[config.mk]
export PLATFORM = sky130hd
export DESIGN_NAME = nfh_ctrl
export DESIGN_NICKNAME = d
export VERILOG_FILES = /design/src/rtl/nfh_pkg.sv /design/src/rtl/nfh_cyc_if.sv /design/src/rtl/nfh_cycle.sv /design/src/rtl/nfh_ctrl.sv
export SDC_FILE = /design/constraint.sdc
export NUM_CORES = 1
export LEC_CHECK = 0
export ABC_AREA = 0
export BUFFER_PORTS_ARGS = -buffer_cell sky130_fd_sc_hd__buf_2
export CORE_MARGIN = 3
export CORE_UTILIZATION = 40
export CTS_CLUSTER_DIAMETER = 60
export DETAILED_ROUTE_END_ITERATION = 12
export GPL_TIMING_DRIVEN = 0
export SETUP_SLACK_MARGIN = 0.02
export SYNTH_ARGS = -nofsm -noshare
export SYNTH_HDL_FRONTEND = slang
export SYNTH_SLANG_ARGS = --single-unit
export TNS_END_PERCENT = 5
[constraint.sdc]
create_clock -name clk -period 4.35 [get_ports clk]
set_input_delay 0.435 -clock clk [delete_from_list [all_inputs] [get_ports clk]]
set_output_delay 0.435 -clock clk [all_outputs]
set_load 0.005 [all_outputs]
[src/rtl/nfh_pkg.sv]
// Package for the NAND unique-ID and feature-access host controller.
// Assumes a 100 MHz system clock and a target run in timing mode 0.
package nfh_pkg;

  localparam int CLK_MHZ = 100;

  // Whole cycles covering a least time, never fewer than one.
  function automatic int ns2cyc(input int ns);
    int c;
    c = (ns * CLK_MHZ + 999) / 1000;
    return (c < 1) ? 1 : c;
  endfunction

  localparam int T_WP_NS = 50;
  localparam int T_WH_NS = 30;
  // Read strobe low covers access time plus the two-stage data sampler.
  localparam int T_RP_NS = 70;
  localparam int T_REH_NS = 30;
  localparam int T_WB_NS = 100;
  localparam int T_ADL_NS = 200;
  localparam int T_CCS_NS = 500;
  localparam int N_WP = ns2cyc(T_WP_NS);
  localparam int N_WH = ns2cyc(T_WH_NS);
  localparam int N_RP = ns2cyc(T_RP_NS);
  localparam int N_REH = ns2cyc(T_REH_NS);
  localparam int N_WB = ns2cyc(T_WB_NS);
  localparam int N_ADL = ns2cyc(T_ADL_NS);
  localparam int N_CCS = ns2cyc(T_CCS_NS);

  localparam logic [7:0] CMD_UID = 8'hED;
  localparam logic [7:0] CMD_SETF = 8'hEF;
  localparam logic [7:0] CMD_GETF = 8'hEE;
  localparam logic [7:0] CMD_STATUS = 8'h70;
  localparam logic [7:0] CMD_STATUS_ENH = 8'h78;
  localparam logic [7:0] CMD_READ_MODE = 8'h00;
  localparam logic [7:0] CMD_RND_A = 8'h05;
  localparam logic [7:0] CMD_RND_B = 8'hE0;
  localparam logic [7:0] UID_ADDR = 8'h00;
  localparam int SR_RDY_BIT = 6;

  localparam logic [7:0] FA_TIMING = 8'h01;
  localparam logic [7:0] FA_DRIVE = 8'h80;
  localparam logic [7:0] FA_RB_PULL = 8'h81;
  localparam logic [7:0] FA_ARRAY_MODE = 8'h90;
  localparam logic [7:0] MASK_TIMING = 8'h07;
  localparam logic [7:0] MASK_DRIVE = 8'h03;
  localparam logic [7:0] MASK_RB_PULL = 8'h03;
  localparam logic [7:0] MASK_ARRAY = 8'h03;

  localparam int UID_COPIES = 16;
  localparam int UID_COPY_BYTES = 32;
  localparam int UID_HALF = 16;
  localparam logic [7:0] UID_XOR_OK = 8'hFF;

  localparam logic [2:0] REG_CTRL = 3'h0;
  localparam logic [2:0] REG_WPARAM = 3'h1;
  localparam logic [2:0] REG_STATUS = 3'h2;
  localparam logic [2:0] REG_RPARAM = 3'h3;
  localparam logic [2:0] REG_UID0 = 3'h4;
  localparam int CTRL_START_BIT = 0;
  localparam int CTRL_OP_LSB = 1;
  localparam int CTRL_POLL_BIT = 3;
  localparam int CTRL_FA_LSB = 8;
  localparam int ST_BUSY_BIT = 0;
  localparam int ST_DONE_BIT = 1;
  localparam int ST_UID_OK_BIT = 2;
  localparam int ST_UID_BAD_BIT = 3;
  localparam int ST_REFUSED_BIT = 4;
  localparam int ST_RB_BIT = 5;
  localparam int ST_COPY_LSB = 8;

  typedef enum logic [1:0] {K_CMD, K_ADDR, K_WDAT, K_RDAT} nfh_kind_type;
  typedef enum logic [1:0] {OP_UID, OP_SETF, OP_GETF, OP_NONE} nfh_op_type;

  // Writable bits of a parameter byte; all others are sent as zero.
  function automatic logic [7:0] pmask(input logic [7:0] fa,
                                       input logic [1:0] idx);
    if (idx != 2'h0) return 8'h00;
    case (fa)
      FA_TIMING: return MASK_TIMING;
      FA_DRIVE: return MASK_DRIVE;
      FA_RB_PULL: return MASK_RB_PULL;
      FA_ARRAY_MODE: return MASK_ARRAY;
      default: return 8'h00;
    endcase
  endfunction

  function automatic logic fa_known(input logic [7:0] fa);
    return (fa == FA_TIMING) || (fa == FA_DRIVE) || (fa == FA_RB_PULL) ||
           (fa == FA_ARRAY_MODE);
  endfunction

endpackage

[src/rtl/nfh_cyc_if.sv]
// Interface between the command sequencer and the pin cycle engine.
// Assumes both ends share one clock; req and done are one-cycle pulses.
`timescale 1ns/1ps
interface nfh_cyc_if;
  import nfh_pkg::*;
  logic req;
  nfh_kind_type kind;
  logic [7:0] wdata;
  logic done;
  logic [7:0] rdata;
  modport ctl (output req, output kind, output wdata,
               input done, input rdata);
  modport seq (input req, input kind, input wdata,
               output done, output rdata);
endinterface

[src/rtl/nfh_cycle.sv]
// Pin cycle engine: one command, address, data-in or data-out bus cycle.
// Assumes a new req only after done; dq input comes from the pins.
`timescale 1ns/1ps
module nfh_cycle #(
  parameter int DQ_W = 8
) (
  input wire logic clk,
  input wire logic sys_rst,
  nfh_cyc_if.seq cyc,
  output logic cle,
  output logic ale,
  output logic we_n,
  output logic read_strobe_n,
  output logic [DQ_W-1:0] dq_o,
  output logic dq_oe_n,
  input wire logic [DQ_W-1:0] dq_i
);
  import nfh_pkg::*;

  typedef enum logic [1:0] {C_IDLE, C_LOW, C_HIGH} nfh_cst_type;
  nfh_cst_type st_q;
  logic [3:0] cnt_q;
  logic rd_q;
  logic [7:0] dq_s1_q;
  logic [7:0] dq_s2_q;

  wire low_end_w = cnt_q == (rd_q ? 4'(N_RP - 1) : 4'(N_WP - 1));
  wire high_end_w = cnt_q == (rd_q ? 4'(N_REH - 1) : 4'(N_WH - 1));
  wire is_rd_w = cyc.kind == K_RDAT;

  always_ff @(posedge clk) begin
    // Only the low byte is sampled; a wide part's upper lanes are ignored.
    dq_s1_q <= dq_i[7:0];
    dq_s2_q <= dq_s1_q;
  end

  always_ff @(posedge clk) begin
    if (sys_rst) begin
      st_q <= C_IDLE;
      cnt_q <= 4'h0;
      rd_q <= 1'b0;
      cle <= 1'b0;
      ale <= 1'b0;
      we_n <= 1'b1;
      read_strobe_n <= 1'b1;
      dq_o <= '0;
      dq_oe_n <= 1'b1;
      cyc.done <= 1'b0;
      cyc.rdata <= 8'h00;
    end else begin
      cyc.done <= 1'b0;
      cnt_q <= cnt_q + 4'h1;
      unique case (st_q)
        C_IDLE: begin
          if (cyc.req) begin
            st_q <= C_LOW;
            cnt_q <= 4'h0;
            rd_q <= is_rd_w;
            cle <= cyc.kind == K_CMD;
            ale <= cyc.kind == K_ADDR;
            we_n <= is_rd_w;
            read_strobe_n <= !is_rd_w;
            dq_o <= DQ_W'(cyc.wdata);
            dq_oe_n <= is_rd_w;
          end
        end
        C_LOW: begin
          if (low_end_w) begin
            // The device latches on this rising edge; data holds after it.
            st_q <= C_HIGH;
            cnt_q <= 4'h0;
            we_n <= 1'b1;
            read_strobe_n <= 1'b1;
            if (rd_q) begin
              cyc.rdata <= dq_s2_q;
            end
          end
        end
        C_HIGH: begin
          if (high_end_w) begin
            st_q <= C_IDLE;
            cle <= 1'b0;
            ale <= 1'b0;
            dq_oe_n <= 1'b1;
            cyc.done <= 1'b1;
          end
        end
      endcase
    end
  end

endmodule // nfh_cycle

[src/rtl/nfh_ctrl.sv]
// Host controller for the unique-ID read and the feature set/get commands.
// Assumes an Avalon-MM master on the clk domain and one NAND target.
//
// The register addresses and the Avalon-MM slave port were chosen for this implementation.
`timescale 1ns/1ps
// Functional notes
// Device takes these commands only with all dies idle.
// Code EDh puts the target into unique-ID read mode.
// Unique-ID command is followed by one address 00h, then busy.
// After status polling, command 00h comes before data output.
// Device gives one unique-ID byte per read strobe toggle.
// Sixteen 32-byte copies: 16 data bytes then their complement.
// Host XORs halves; accepts only all FFh, else tries next copy.
// Host may move output position with 05h-E0h pair.
// Upper eight lines of a wide device carry nothing.
// Set EFh and get EEh take a one-byte feature address.
// Feature map: 01h timing, 80h drive, 81h pull-down, 90h array.
// Address 90h P1: 00h normal, 01h one-time-programmable, protect bit.
// Array mode returns to 00h at power cycle; P2-P4 zero.
// Code EFh enters set-features mode until another command.
// Host waits address-to-data delay before first parameter byte.
// Device latches one parameter per rising write strobe.
// After fourth parameter device is busy feature time; poll allowed.
// Interface change at 01h makes busy the interface-change time.
// Code EEh enters get-features mode until another command.
// Get-features: busy feature time, then four bytes to read.
// Host never issues 78h before or during get-features output.
// Host writes zero to reserved bits; reads them as zero.
module nfh_ctrl #(
  parameter int DQ_W = 8
) (
  input wire logic clk,
  input wire logic sys_rst,
  input wire logic [2:0] avs_address,
  input wire logic avs_read,
  input wire logic avs_write,
  input wire logic [31:0] avs_writedata,
  input wire logic [3:0] avs_byteenable,
  output logic [31:0] avs_readdata,
  output logic avs_waitrequest,
  output logic nand_ce_n,
  output logic nand_cle,
  output logic nand_ale,
  output logic nand_we_n,
  output logic read_strobe_n,
  output logic [DQ_W-1:0] nand_dq_o,
  output logic nand_dq_oe_n,
  input wire logic [DQ_W-1:0] nand_dq_i,
  input wire logic ready_busy_n
);
  import nfh_pkg::*;

  typedef enum logic [3:0] {
    S_IDLE, S_CMD, S_FADDR, S_ADL, S_WDATA, S_WB, S_RBWAIT, S_POLLC,
    S_POLLR, S_RDMODE, S_RDATA, S_RELC, S_RELA, S_RELE, S_CCS
  } nfh_state_type;

  nfh_cyc_if cyc ();

  nfh_state_type state_q;
  nfh_op_type op_q;
  logic poll_q;
  logic [7:0] fa_q;
  logic [31:0] wparam_q;
  logic [31:0] rparam_q;
  logic [7:0] uid_q [UID_HALF];
  logic [4:0] byte_q;
  logic [3:0] copy_q;
  logic mism_q;
  logic issued_q;
  logic [15:0] timer_q;
  logic done_q;
  logic uid_ok_q;
  logic uid_bad_q;
  logic refused_q;
  logic rb_s1_q;
  logic rb_s2_q;
  logic req_q;
  nfh_kind_type kind_q;
  logic [7:0] wdata_q;
  logic [7:0] last_cmd_q;
  logic [15:0] adl_cnt_q;

  assign cyc.req = req_q;
  assign cyc.kind = kind_q;
  assign cyc.wdata = wdata_q;

  nfh_cycle #(.DQ_W(DQ_W)) u_cycle (
    .clk(clk),
    .sys_rst(sys_rst),
    .cyc(cyc),
    .cle(nand_cle),
    .ale(nand_ale),
    .we_n(nand_we_n),
    .read_strobe_n(read_strobe_n),
    .dq_o(nand_dq_o),
    .dq_oe_n(nand_dq_oe_n),
    .dq_i(nand_dq_i)
  );

  // Register bus decode and command acceptance.
  wire bus_take_w = (avs_read || avs_write) && avs_waitrequest;
  // A write lands only at the edge that completes the transfer, when the
  // master samples waitrequest low, never at the edge that takes it.
  wire wr_w = avs_write && !avs_waitrequest;
  wire [31:0] be_mask_w = {{8{avs_byteenable[3]}}, {8{avs_byteenable[2]}},
                           {8{avs_byteenable[1]}}, {8{avs_byteenable[0]}}};
  wire start_w = wr_w && avs_address == REG_CTRL && avs_byteenable[0] &&
                 avs_writedata[CTRL_START_BIT];
  wire nfh_op_type req_op_w = nfh_op_type'(avs_writedata[CTRL_OP_LSB +: 2]);
  wire [7:0] req_fa_w = avs_writedata[CTRL_FA_LSB +: 8];
  wire op_ok_w = req_op_w == OP_UID ||
                 ((req_op_w == OP_SETF || req_op_w == OP_GETF) &&
                  fa_known(req_fa_w));
  wire accept_w = start_w && state_q == S_IDLE && rb_s2_q && op_ok_w;

  wire [15:0] st_word_w = {4'h0, copy_q, 2'h0, rb_s2_q, refused_q,
                           uid_bad_q, uid_ok_q, done_q, state_q != S_IDLE};
  wire [31:0] ctrl_word_w = {16'h0, fa_q, 4'h0, poll_q, op_q, 1'b0};
  wire [2:0] uid_base_w = avs_address - REG_UID0;
  wire [31:0] uid_word_w = {uid_q[{uid_base_w[1:0], 2'h3}],
                            uid_q[{uid_base_w[1:0], 2'h2}],
                            uid_q[{uid_base_w[1:0], 2'h1}],
                            uid_q[{uid_base_w[1:0], 2'h0}]};
  wire [31:0] rd_mux_w =
    (avs_address == REG_CTRL) ? ctrl_word_w :
    (avs_address == REG_WPARAM) ? wparam_q :
    (avs_address == REG_STATUS) ? {16'h0, st_word_w} :
    (avs_address == REG_RPARAM) ? rparam_q : uid_word_w;

  // Bytes driven on the pins in each issuing state.
  wire [8:0] col_w = {copy_q, 5'h00};
  wire [7:0] op_cmd_w = (op_q == OP_UID) ? CMD_UID :
                        (op_q == OP_SETF) ? CMD_SETF : CMD_GETF;
  wire [7:0] wpar_w = wparam_q[{byte_q[1:0], 3'h0} +: 8] &
                      pmask(fa_q, byte_q[1:0]);
  wire issuing_w = state_q inside {S_CMD, S_FADDR, S_WDATA, S_POLLC,
                                   S_POLLR, S_RDMODE, S_RDATA, S_RELC,
                                   S_RELA, S_RELE};
  wire fire_w = issuing_w && !issued_q;
  wire nfh_kind_type kind_w =
    (state_q inside {S_FADDR, S_RELA}) ? K_ADDR :
    (state_q == S_WDATA) ? K_WDAT :
    (state_q inside {S_POLLR, S_RDATA}) ? K_RDAT : K_CMD;
  wire [7:0] byte_out_w =
    (state_q == S_CMD) ? op_cmd_w :
    (state_q == S_FADDR) ? ((op_q == OP_UID) ? UID_ADDR : fa_q) :
    (state_q == S_WDATA) ? wpar_w :
    (state_q == S_POLLC) ? CMD_STATUS :
    (state_q == S_RELC) ? CMD_RND_A :
    (state_q == S_RELA) ? (byte_q[0] ? {7'h00, col_w[8]} : col_w[7:0]) :
    (state_q == S_RELE) ? CMD_RND_B : CMD_READ_MODE;

  // Unique-ID copy check on the fly against the stored first half.
  wire dn_w = cyc.done;
  wire [7:0] xor_w = uid_q[byte_q[3:0]] ^ cyc.rdata;
  wire chk_w = dn_w && state_q == S_RDATA && op_q == OP_UID &&
               byte_q == 5'(UID_COPY_BYTES - 1);
  wire match_w = !mism_q && xor_w == UID_XOR_OK;
  wire rdy_bit_w = cyc.rdata[SR_RDY_BIT];
  wire timer_zero_w = timer_q == 16'h0000;

  always_ff @(posedge clk) begin
    rb_s1_q <= ready_busy_n;
    rb_s2_q <= rb_s1_q;
  end

  always_ff @(posedge clk) begin
    if (sys_rst) begin
      avs_waitrequest <= 1'b1;
      avs_readdata <= 32'h0000_0000;
      op_q <= OP_NONE;
      poll_q <= 1'b0;
      fa_q <= 8'h00;
      wparam_q <= 32'h0000_0000;
      refused_q <= 1'b0;
    end else begin
      avs_waitrequest <= !bus_take_w;
      if (bus_take_w) begin
        avs_readdata <= avs_read ? rd_mux_w : 32'h0000_0000;
      end
      if (wr_w && avs_address == REG_WPARAM) begin
        wparam_q <= (wparam_q & ~be_mask_w) | (avs_writedata & be_mask_w);
      end
      if (start_w) begin
        refused_q <= !accept_w;
      end
      if (accept_w) begin
        op_q <= req_op_w;
        poll_q <= avs_writedata[CTRL_POLL_BIT];
        fa_q <= req_fa_w;
      end
    end
  end

  always_ff @(posedge clk) begin
    if (sys_rst) begin
      state_q <= S_IDLE;
      issued_q <= 1'b0;
      req_q <= 1'b0;
      kind_q <= K_CMD;
      wdata_q <= 8'h00;
      byte_q <= 5'h00;
      copy_q <= 4'h0;
      mism_q <= 1'b0;
      timer_q <= 16'h0000;
      done_q <= 1'b0;
      uid_ok_q <= 1'b0;
      uid_bad_q <= 1'b0;
      rparam_q <= 32'h0000_0000;
      nand_ce_n <= 1'b1;
    end else begin
      req_q <= fire_w;
      if (fire_w) begin
        issued_q <= 1'b1;
        kind_q <= kind_w;
        wdata_q <= byte_out_w;
      end
      if (dn_w) begin
        issued_q <= 1'b0;
      end
      if (!timer_zero_w) begin
        timer_q <= timer_q - 16'h0001;
      end
      nand_ce_n <= state_q == S_IDLE && !accept_w;
      unique case (state_q)
        S_IDLE: if (accept_w) begin
          state_q <= S_CMD;
          done_q <= 1'b0;
          uid_ok_q <= 1'b0;
          uid_bad_q <= 1'b0;
          copy_q <= 4'h0;
          byte_q <= 5'h00;
          mism_q <= 1'b0;
        end
        S_CMD: if (dn_w) state_q <= S_FADDR;
        S_FADDR: if (dn_w) begin
          state_q <= (op_q == OP_SETF) ? S_ADL : S_WB;
          timer_q <= (op_q == OP_SETF) ? 16'(N_ADL) : 16'(N_WB);
        end
        S_ADL: if (timer_zero_w) state_q <= S_WDATA;
        S_WDATA: if (dn_w) begin
          byte_q <= byte_q + 5'h01;
          if (byte_q[1:0] == 2'h3) begin
            state_q <= S_WB;
            timer_q <= 16'(N_WB);
            byte_q <= 5'h00;
          end
        end
        // The busy line may lag the last cycle, so it is not read early.
        S_WB: if (timer_zero_w) state_q <= poll_q ? S_POLLC : S_RBWAIT;
        S_RBWAIT: if (rb_s2_q) begin
          state_q <= (op_q == OP_SETF) ? S_IDLE : S_RDATA;
          done_q <= op_q == OP_SETF;
        end
        S_POLLC: if (dn_w) state_q <= S_POLLR;
        S_POLLR: if (dn_w && rdy_bit_w) begin
          state_q <= (op_q == OP_SETF) ? S_IDLE : S_RDMODE;
          done_q <= op_q == OP_SETF;
        end
        S_RDMODE: if (dn_w) state_q <= S_RDATA;
        S_RDATA: if (dn_w) begin
          byte_q <= byte_q + 5'h01;
          if (op_q == OP_GETF) begin
            // Reserved bits read back are cleared before software sees them.
            rparam_q[{byte_q[1:0], 3'h0} +: 8] <=
              cyc.rdata & pmask(fa_q, byte_q[1:0]);
            if (byte_q[1:0] == 2'h3) begin
              state_q <= S_IDLE;
              done_q <= 1'b1;
            end
          end else if (byte_q < 5'(UID_HALF)) begin
            uid_q[byte_q[3:0]] <= cyc.rdata;
          end else begin
            mism_q <= mism_q || xor_w != UID_XOR_OK;
            if (chk_w) begin
              byte_q <= 5'h00;
              mism_q <= 1'b0;
              if (match_w) begin
                state_q <= S_IDLE;
                done_q <= 1'b1;
                uid_ok_q <= 1'b1;
              end else if (copy_q == 4'(UID_COPIES - 1)) begin
                state_q <= S_IDLE;
                done_q <= 1'b1;
                uid_bad_q <= 1'b1;
              end else begin
                copy_q <= copy_q + 4'h1;
                state_q <= S_RELC;
              end
            end
          end
        end
        S_RELC: if (dn_w) state_q <= S_RELA;
        S_RELA: if (dn_w) begin
          byte_q <= byte_q + 5'h01;
          if (byte_q[0]) begin
            state_q <= S_RELE;
            byte_q <= 5'h00;
          end
        end
        S_RELE: if (dn_w) begin
          state_q <= S_CCS;
          timer_q <= 16'(N_CCS);
        end
        S_CCS: if (timer_zero_w) state_q <= S_RDATA;
      endcase
    end
  end

  // Helper history for the checks below.
  always_ff @(posedge clk) begin
    if (sys_rst) begin
      last_cmd_q <= 8'h00;
      adl_cnt_q <= 16'h0000;
    end else begin
      if (req_q && kind_q == K_CMD) begin
        last_cmd_q <= wdata_q;
      end
      if (dn_w && kind_q == K_ADDR) begin
        adl_cnt_q <= 16'h0000;
      end else if (adl_cnt_q != 16'hFFFF) begin
        adl_cnt_q <= adl_cnt_q + 16'h0001;
      end
    end
  end
endmodule // nfh_ctrl

; ---- Word level (Yosys, flattened, before mapping)
; Memories as Yosys holds them, arrays and structs flattened. A register that Yosys moved wholly into a read port is not among the register bits.
; Cells that the tools add are included.
; W data, S select, Z words.
[totals]
latchBits = 0
n_memories = 1
rom_bits = 0
register_bits = 202
input_bits = 52
ram_bits = 128
[mem_list]
columns = memory, words, width, read_ports, rd_ports_with_merged_regs, wr, line_no
row1 = uid_q, 16, 8, 5, 1, 1, nfh_ctrl.sv:66  ; logic [7:0] uid_q [UID_HALF];
[op_classes]
shifts = 3
muxes = 143
order_cmp = 1
n_div = 0
reduce_logical = 63
eq_ne = 71
n_bitwise = 8
addsub = 6
mul = 0
[ops]
columns = op, n
row1 = $mux W32, 5
row2 = $mux W4, 36
row3 = $mux W8, 16
row4 = $mux W16, 5
row5 = $and A32 B32 Y32, 2
row6 = $pmux W4 S15, 1
row7 = $eq A8 B8 Y1 const B, 7
row8 = $mux W5, 10
row9 = $pmux W16 S3, 1
row10 = $mux W1, 45
row11 = $bwmux W32, 1
row12 = $eq A4 B4 Y1 const B, 8
row13 = $not A32 Y32, 1
row14 = $or A32 B32 Y32, 1
row15 = $shift A8 B7 Y32 const A, 1
row16 = $shiftx A32 B6 Y8, 1
row17 = $shiftx A8 B7 Y32, 1
row18 = $ne A2 B1 Y1 const B, 14
row19 = $ne A2 B2 Y1 const B, 13
row20 = $pmux W5 S4, 1
row21 = $reduce_and A20 Y1, 1
row22 = $logic_and A1 B1 Y1, 17
row23 = $and A8 B8 Y8, 2
row24 = $eq A4 B3 Y1 const B, 4
row25 = 45 further kinds, 101

; ---- Longest topological paths before layout
; Gate-level depths: netlist of the first run.
[depth]
word_depth = 14
mapped_depth = 12
mapped_depth_nobuf = 12

; ---- By module
; Synthesis of the first run repeated with hierarchy kept, for this count alone.
[hier_totals]
cells_unflattened = 1342
hier_area_um2 = 14438.8
[by_module_without_submodules]
columns = module, n_inst, area_each_um2, cells_each
row1 = nfh_ctrl, 1, 12946.2, 1200
row2 = nfh_cycle, 1, 1492.7, 142

; ---- Worst setup path before layout of the first run
; Ideal clock, no wire load.
[synth_timing]
path_kind = reg-to-reg
startpoint = reg state_q[1]
endpoint = mem uid_q[3][0] (enable)
path_stages_with_launch = 8
path_slack_ps = 1594
synth_period_minus_slack_ps = 2756
t_arrival_ps = 2373
setup_time_ps = 383
n_path_buf = 1
t_required_ps = 3967
cell_sequence = dfxtp_1 -> clkbuf_1 -> nand2b_1 -> nor2_1 -> nand2_1 -> nor4b_1 -> nand2_1 -> nor3_1
[synth_between]
elab_chain_len = 4
[synth_rtl]
columns = element, line_no
row1 = start: declaration, nfh_ctrl.sv:60  ; nfh_state_type state_q;
row2 = start signal: assignment, nfh_ctrl.sv:238  ; state_q <= (op_q == OP_SETF) ? S_ADL : S_WB;
row3 = start signal: assignment, nfh_ctrl.sv:251  ; S_WB: if (timer_zero_w) state_q <= poll_q ? S_POLLC : S_RBWAIT;
row4 = start signal: assignment, nfh_ctrl.sv:253  ; state_q <= (op_q == OP_SETF) ? S_IDLE : S_RDATA;
row5 = $eq A4 B4 Y1, nfh_ctrl.sv:226  ; unique case (state_q)
row6 = $mux W1, nfh_ctrl.sv:226
row7 = $mux W1, nfh_ctrl.sv:197  ; if (sys_rst) begin
row8 = $mux W1 (not written as such), nfh_ctrl.sv:273  ; uid_q[byte_q[3:0]] <= cyc.rdata;
row9 = end: declaration, nfh_ctrl.sv:66
; Every way passes these cells.

; ---- Worst setup path after layout of the first run
[layout_timing]
startpoint = reg state_q[1]
endpoint = mem uid_q[4][7] (enable)
; Same word-level chain as after synthesis.

==> results.cfg, run 1 <==
[detailed_routing]
viasPerCell = 5.869
drt-wirelength-per-cell_um = 23.75
drc_errors = 0
drt-initial-drc-count = 1195
via_count = 11880
dr.pass1.iters = 6
final_antenna_net_count = 0
drt_wl_total_um = 48070

[sta]
finalCritPeriodShare = 0.9201
tns_ns = 0
rsz0062_at_grt = true
min_period_ns = 4.002
setup_viol = 0
skew_ns = 0.02659
max_freq_mhz = 249.9
final_hold_viol_count = 0
slew_headroom = 0.2035
slew_violations = 0
fin_ws_ns = 0.3477
worstMarginPinSlew_ns = 1.190

[floorplanning]
rows = 69
dieArea_um2 = 38970
start_util = 0.4090
core_um2 = 35830
boundaryPins = 99
fp.dieH_um = 197.4
die_width_um = 197.4

[clock_tree]
cts_root_buffer = clkbuf_16
cts_buffer_depth = 3
post_cts_buffers = 0
clk_pin_slew_ns = 0.06
clk_latency_ns = 0.57
cts_htree_levels = 2
cts_tree = yes
cts_buffers = 38
cts.sinks = 314

[placed_design]
post-place-ws_ns = 0.3787
gp_congestion = 0.9587
place_area_um2 = 15750
hpwl_um = 35210
dpl.cell_count = 1944
place.port_buffers = 93

[pwr]
switchingPower_mw = 1.947
p_clk_frac = 0.429
internal_power_mw = 5.365
combPwrFrac = 0.127
power_density_nw_per_um2 = 427.9
ir_worst_vdd_uv = 277.2
power_leakage_nw = 6.048
seqPwrFrac = 0.444
power.total_mw = 7.312
swShare = 0.2663

[logic_synthesis]
synth_top_family_by_area = simple AND/OR/NAND/NOR gates
synth.top_cell.area_share = 0.2623
synth-compound-area-share = 0.1323
syn_area_um2 = 14650
synthAdderAreaFrac = 0.01452
synth.largest_area_cell = edfxtp_1
synth_edf_count = 128
syn_nets = 1456
synthCells = 1387
synth_xor_area_frac = 0.02271
synth.area.mux_share = 0.1213
ys_seq_area_frac = 0.5164
ys_ff_latch = 314
synthTopCellsByArea = edfxtp_1 26%, dfxtp_1 25%, mux4_2 7.5%
ys.flop_type = dfxtp_1
synth_cell_types = 78
async_flop_share = 0
yosys.area_share.simple = 0.1599
avgSynthCellArea_um2 = 10.57
yosysWarnings = 0

[setup_path]
reg2reg_depth = 7
rr_startpoint = state_q[1]
slowest_stage = nor2_1
end_kind = register
crit_end = uid_q[4][7]
path_cells = clkbuf_1 > nand2b_1 > nor2_1 > nand2_1 > nor4b_1 > nand2_1 > nor2_1
crit_type = register to register
start_kind = register
crit_fanout = 9
critPathArrivalTime_ns = 4.17
max_stage_delay_ns = 0.95
r2r-end = uid_q[4][7]
reg2reg_slack_ns = 0.35
required_ns = 4.52
startpoint = state_q[1]

[finish]
final_cell_mix = 186 x dfxtp_1, 177 x nor2_1, 128 x edfxtp_1
nNetsFinal = 1601
synthToLayoutAreaGrowth_pct = 16.62
drive_gt1_frac = 0.1613
instances_no_fill = 2024
final_common_cell = dfxtp_1
fin_area_um2 = 17090
fillers = 3307

[global_routing]
grt_pass1_wl_um = 72080
grt_max_degree = 21
grt_use_met2 = 0.3795
met3_usage = 0.05236
antenna_found_initial = 2
grtUsageMet1 = 0.3425
top_usage_layer = met2
grt_usage = 0.2447
grt_pass1_vias = 11590
grt-ovfl-total = 0

[status]
status = finished, final reports clean

[worst_hold_path]
hp-class = primary input to register

[flow_run]
max-cap-violations = 0
repair_timing:
action	in CTS	in global routing
resized for setup	0	2
hold buffers	9	0
hold endpoints to repair	9	0
endpoints found under the setup margin	0	40
cell type report:
| cell class | instances | area, um^2 | area share |
|---|---|---|---|
| well taps | 461 | 576.8 | 0.03375 |
| clock inverters | 20 | 203.9 | 0.01193 |
| flip-flops and latches | 314 | 7567 | 0.4428 |
| plain buffers | 91 | 390.4 | 0.02284 |
| repair buffers | 105 | 589.3 | 0.03449 |
| diodes | 1 | 2.502 | 0.0001464 |
| multi-input cells | 958 | 6631 | 0.3881 |
| inverters | 24 | 90.09 | 0.005272 |
| clock buffers | 50 | 1037 | 0.06070 |
synth_stat cells, types with 6 or more instances:
cell and number:
mux2i_1 64, xor2_1 16, o21ai_1 12, and2_1 13, o211ai_1 8, a311oi_1 6
or2_2 8, nor3_1 30, clkbuf_1 70, edfxtp_1 128, nand3_1 45, mux4_2 49
xnor2_1 22, a22o_1 11, and3_1 11, or3_1 13, nor2b_1 21, a22oi_1 43
inv_1 23, nand2b_1 22, a211oi_1 12, nor2_1 179, buf_2 9, o21ai_0 34
dfxtp_1 186, o221ai_1 6, ha_1 17, nand2_1 111, a21oi_1 108, o21a_1 6
a221oi_1 6, o22ai_1 9
sequential cells by signal, indices dropped and copies added, names as in the netlist, 5 cells and up, named ones only:
register and cells:
uid_q 128, timer_q 16, u_cycle.cyc.rdata 8, byte_q 5, u_cycle.dq_s1_q 8, avs_readdata 32, u_cycle.dq_o 8, cyc.wdata 8
fa_q 8, wparam_q 32, u_cycle.dq_s2_q 8, rparam_q 12
layer usage:
metal,share of wire,wire [um],vias up
met3,0.082,3939,85
li1,-,-,5382
met1,0.44,21140,5905
met2,0.45,21740,504
met5,0.00027,13,-
met4,0.026,1237,2
critical path: cells and delay by family (launching register included):
| family | cells | cell delay (ns) |
|---|---|---|
| and+or+nand+nor | 6 | 2.90 |
| buffers and inverters | 1 | 0.39 |
| DFF | 1 | 0.31 |
worst min-delay path by stage:
| stage | cells after the start | endpoint | slack, ns | startpoint |
|---|---|---|---|---|
| after floorplan | 0 | rb_s2_q | 0.31 | rb_s1_q |
| after global placement | 0 | u_cycle.dq_s2_q[5] | 0.31 | u_cycle.dq_s1_q[5] |
| after detailed placement | 0 | u_cycle.dq_s2_q[3] | 0.31 | u_cycle.dq_s1_q[3] |
| after CTS | 3 | wparam_q[19] | 0.10 | avs_writedata[19] |
| after global routing | 3 | wparam_q[28] | 0.13 | avs_writedata[28] |
| final | 3 | wparam_q[22] | 0.13 | avs_writedata[22] |
cells by family after synthesis:
logic type	after synthesis
AOI/OAI and AO/OA	298
xor gates and xnor gates	38
adders and majority gates	17
buffers and inverters	115
DFF	314
muxes	116
and+or+nand+nor	489
stage by stage:
| step | utilization | hold WS (ns) |
|---|---|---|
| after global placement | 0.4381 | 0.3102 |
| after detailed placement | 0.4396 | 0.3121 |
| final | 0.4770 | 0.1261 |
| after CTS | 0.4768 | 0.1043 |
| after floorplan | - | 0.3096 |
| after global routing | 0.4769 | 0.1338 |
power groups by stage:
stage | clock network [mW] | logic [mW] | registers [mW]
floorplan | 0 | 0.669 | 3.29
global placement | 0 | 0.906 | 3.31
detailed placement | 0 | 0.917 | 3.31
CTS | 3.20 | 0.930 | 3.25
global route | 3.30 | 1.04 | 3.26
finish | 3.14 | 0.929 | 3.25
Note: power is estimated with default switching activity, not from simulation.
==> run 2: changes to the inputs <==
--- a/config.mk
+++ b/config.mk
@@ -5,9 +5,8 @@
 export SDC_FILE = /design/constraint.sdc
 export NUM_CORES = 1
 export LEC_CHECK = 0
-export ABC_AREA = 0
+export ABC_AREA = 1
 export BUFFER_PORTS_ARGS = -buffer_cell sky130_fd_sc_hd__buf_2
-export CORE_MARGIN = 3
 export CORE_UTILIZATION = 40
 export CTS_CLUSTER_DIAMETER = 60
 export DETAILED_ROUTE_END_ITERATION = 12
==> results.cfg, run 2 <==
[status]
status = finished, final reports clean

[setup_path]
path_depth = 10
crit_type = primary input to register
end_kind = register
critPathArrivalTime_ns = 3.56
crit_top_cell = nand2_1
cp_top_family = compound AO/OA/AOI/OAI gates
crit_fanout = 10
path_buf_inv = 4
required_ns = 4.77
reg2reg_depth = 10
startpoint = avs_address[0]
start_kind = primary input
max_stage_delay_ns = 0.94
crit_end = avs_readdata[13]
reg2reg_slack_ns = 1.21
slowest_stage = o21ai_0
rr_startpoint = state_q[3]
path_cells = buf_2 > inv_1 > nand2_1 > clkbuf_1 > buf_1 > o22ai_1 > o21ai_0 > o221ai_1 > nand2_1 > a21oi_1
r2r-end = uid_q[11][7]

[placed_design]
place.port_buffers = 96
gp_congestion = 0.9421
hpwl_um = 37030

[detailed_routing]
drt-initial-drc-count = 1413
dr.pass1.iters = 5
viasPerCell = 5.440
via_count = 12830
drc_errors = 0
drt_wl_total_um = 48840
final_antenna_net_count = 0
drt-wirelength-per-cell_um = 20.70

[finish]
drive_gt1_frac = 0.1249
fillers = 3433
nNetsFinal = 1936
post-route-util = 0.4759
synthToLayoutAreaGrowth_pct = 17.42
final_common_cell = nand2_1
diodes = 0
final_cell_mix = 311 x nand2_1, 206 x inv_1, 186 x dfxtp_1
multi_input_area_um2 = 5593
largest_register_ffs = 128
regArea_um2 = 7567

[logic_synthesis]
synth_cell_types = 59
syn_area_um2 = 14380
ys_ff_latch = 314
synth.largest_area_cell = edfxtp_1
synth_commonest_cells = 311 x nand2_1, 206 x inv_1, 186 x dfxtp_1
syn_nets = 1789
ys_seq_area_frac = 0.5261
synth_most_common_cell = nand2_1
async_flop_share = 0
yosysWarnings = 0
avgSynthCellArea_um2 = 8.362
synth_edf_count = 128
ys.flop_type = dfxtp_1
synth.top_cell.area_share = 0.2672
synthCells = 1720
synthTopCellsByArea = edfxtp_1 27%, dfxtp_1 26%, nand2_1 8.1%

[clock_tree]
clk_pin_slew_ns = 0.06
cts_buffer_depth = 3
cts.sinks = 314
cts_tree = yes
clk_latency_ns = 0.57
cts_root_buffer = clkbuf_16
post_cts_buffers = 0
cts_htree_levels = 2
cts_resized = 0
cts_buffers = 39

[sta]
final_hold_viol_count = 0
setup_viol = 0
finalCritPeriodShare = 0.7227
min_period_ns = 3.144
skew_ns = 0.03415
tns_ns = 0
rsz0062_at_grt = false
max_freq_mhz = 318.1
slew_headroom = 0.1105
slew_violations = 0
worstMarginPinSlew_ns = 1.324

[pwr]
power_density_nw_per_um2 = 441.6
ir_worst_vdd_uv = 355.3
power_leakage_nw = 6.860

[floorplanning]
start_util = 0.4053
rows = 69
fp.dieH_um = 191.6
dieArea_um2 = 36720
die_width_um = 191.6
core_um2 = 35480
boundaryPins = 99

[global_routing]
grt_max_degree = 20
grt_usage = 0.2706
grt-ovfl-total = 0
antenna_found_initial = 1
grt_pass1_vias = 12120
grt_pass1_wl_um = 73420

[worst_hold_path]
whs_path_depth = 3
hp-start = avs_writedata[5]
hp-class = primary input to register

[flow_run]
max-cap-violations = 0
==> run 2: area by class of cell <==
| cell class | instances | area share |
|---|---|---|
| Buffer | 76 | 0.02149 |
| Sequential cell | 314 | 0.4481 |
| Clock inverter | 24 | 0.01786 |
| Timing Repair Buffer | 106 | 0.03408 |
| Clock buffer | 48 | 0.06164 |
| Multi-Input combinational cell | 1099 | 0.3312 |
| Tap cell | 461 | 0.03416 |
| Inverter | 231 | 0.05149 |
==> run 2: power breakdown <==
| part | switching (mW) | internal (mW) |
|---|---|---|
| sequential | 0.0826 | 3.16 |
| combinational | 0.561 | 0.318 |
| clock | 1.35 | 1.98 |
| total | 2.00 | 5.46 |
==> run 2: per-layer routing <==
layer,global-route usage,up-vias,routed length (um)
li1,-,6162,-
met1,0.3799,5960,21800
met2,0.3995,607,20390
met3,0.06724,104,4957
met4,0.1020,0,1691
met5,0,-,0
==> run 2: logic make-up (layout without fill, tap and decap cells) <==
kind of cell / after synthesis / after routing / share of synthesized area
AO/OA/AOI/OAI: 420 / 420 / 0.1723
XOR/XNOR: 12 / 12 / 0.007307
adder cells (fa/ha/maj): 17 / 17 / 0.01479
buffers and inverters: 307 / 485 / 0.08569
flip-flops: 314 / 314 / 0.5261
AND/OR/NAND/NOR: 650 / 650 / 0.1937
==> run 2: worst min-delay path by stage <==
stage                               to  slack (ns)
floorplan                      rb_s2_q        0.31
CTS                        wparam_q[5]         0.1
detailed placement  u_cycle.dq_s2_q[5]        0.31
finish                     wparam_q[5]        0.12
global placement    u_cycle.dq_s2_q[1]        0.31
global route               wparam_q[4]        0.12
==> run 2: through the flow <==
stage	power [mW]	cell area [um^2]	hold WS, ns	setup WS, ns	cells
6_report	7.457	16890	0.1246	1.206	2359
5_1_grt	7.777	16890	0.1171	0.9721	2359
4_1_cts	7.511	16880	0.09992	1.191	2359
3_5_place_dp	4.167	15450	0.3121	0.7591	2278
3_3_place_gp	4.154	15440	0.3118	0.7911	2277
2_1_floorplan	3.900	14380	0.3096	1.997	1720
==> run 2: repair_timing <==
item,4_1_cts,5_1_grt
hold buffers,9,0
hold endpoints to repair,9,0
setup endpoints to repair,0,0
==> run 2: tightest hold or removal path: cells and delay by family <==
| kind | cells | cell delay, ns |
|---|---|---|
| AOI/OAI and AO/OA | 1 | 0.05 |
| buffers and inverters | 1 | 0.10 |
| and+or+nand+nor | 1 | 0.05 |
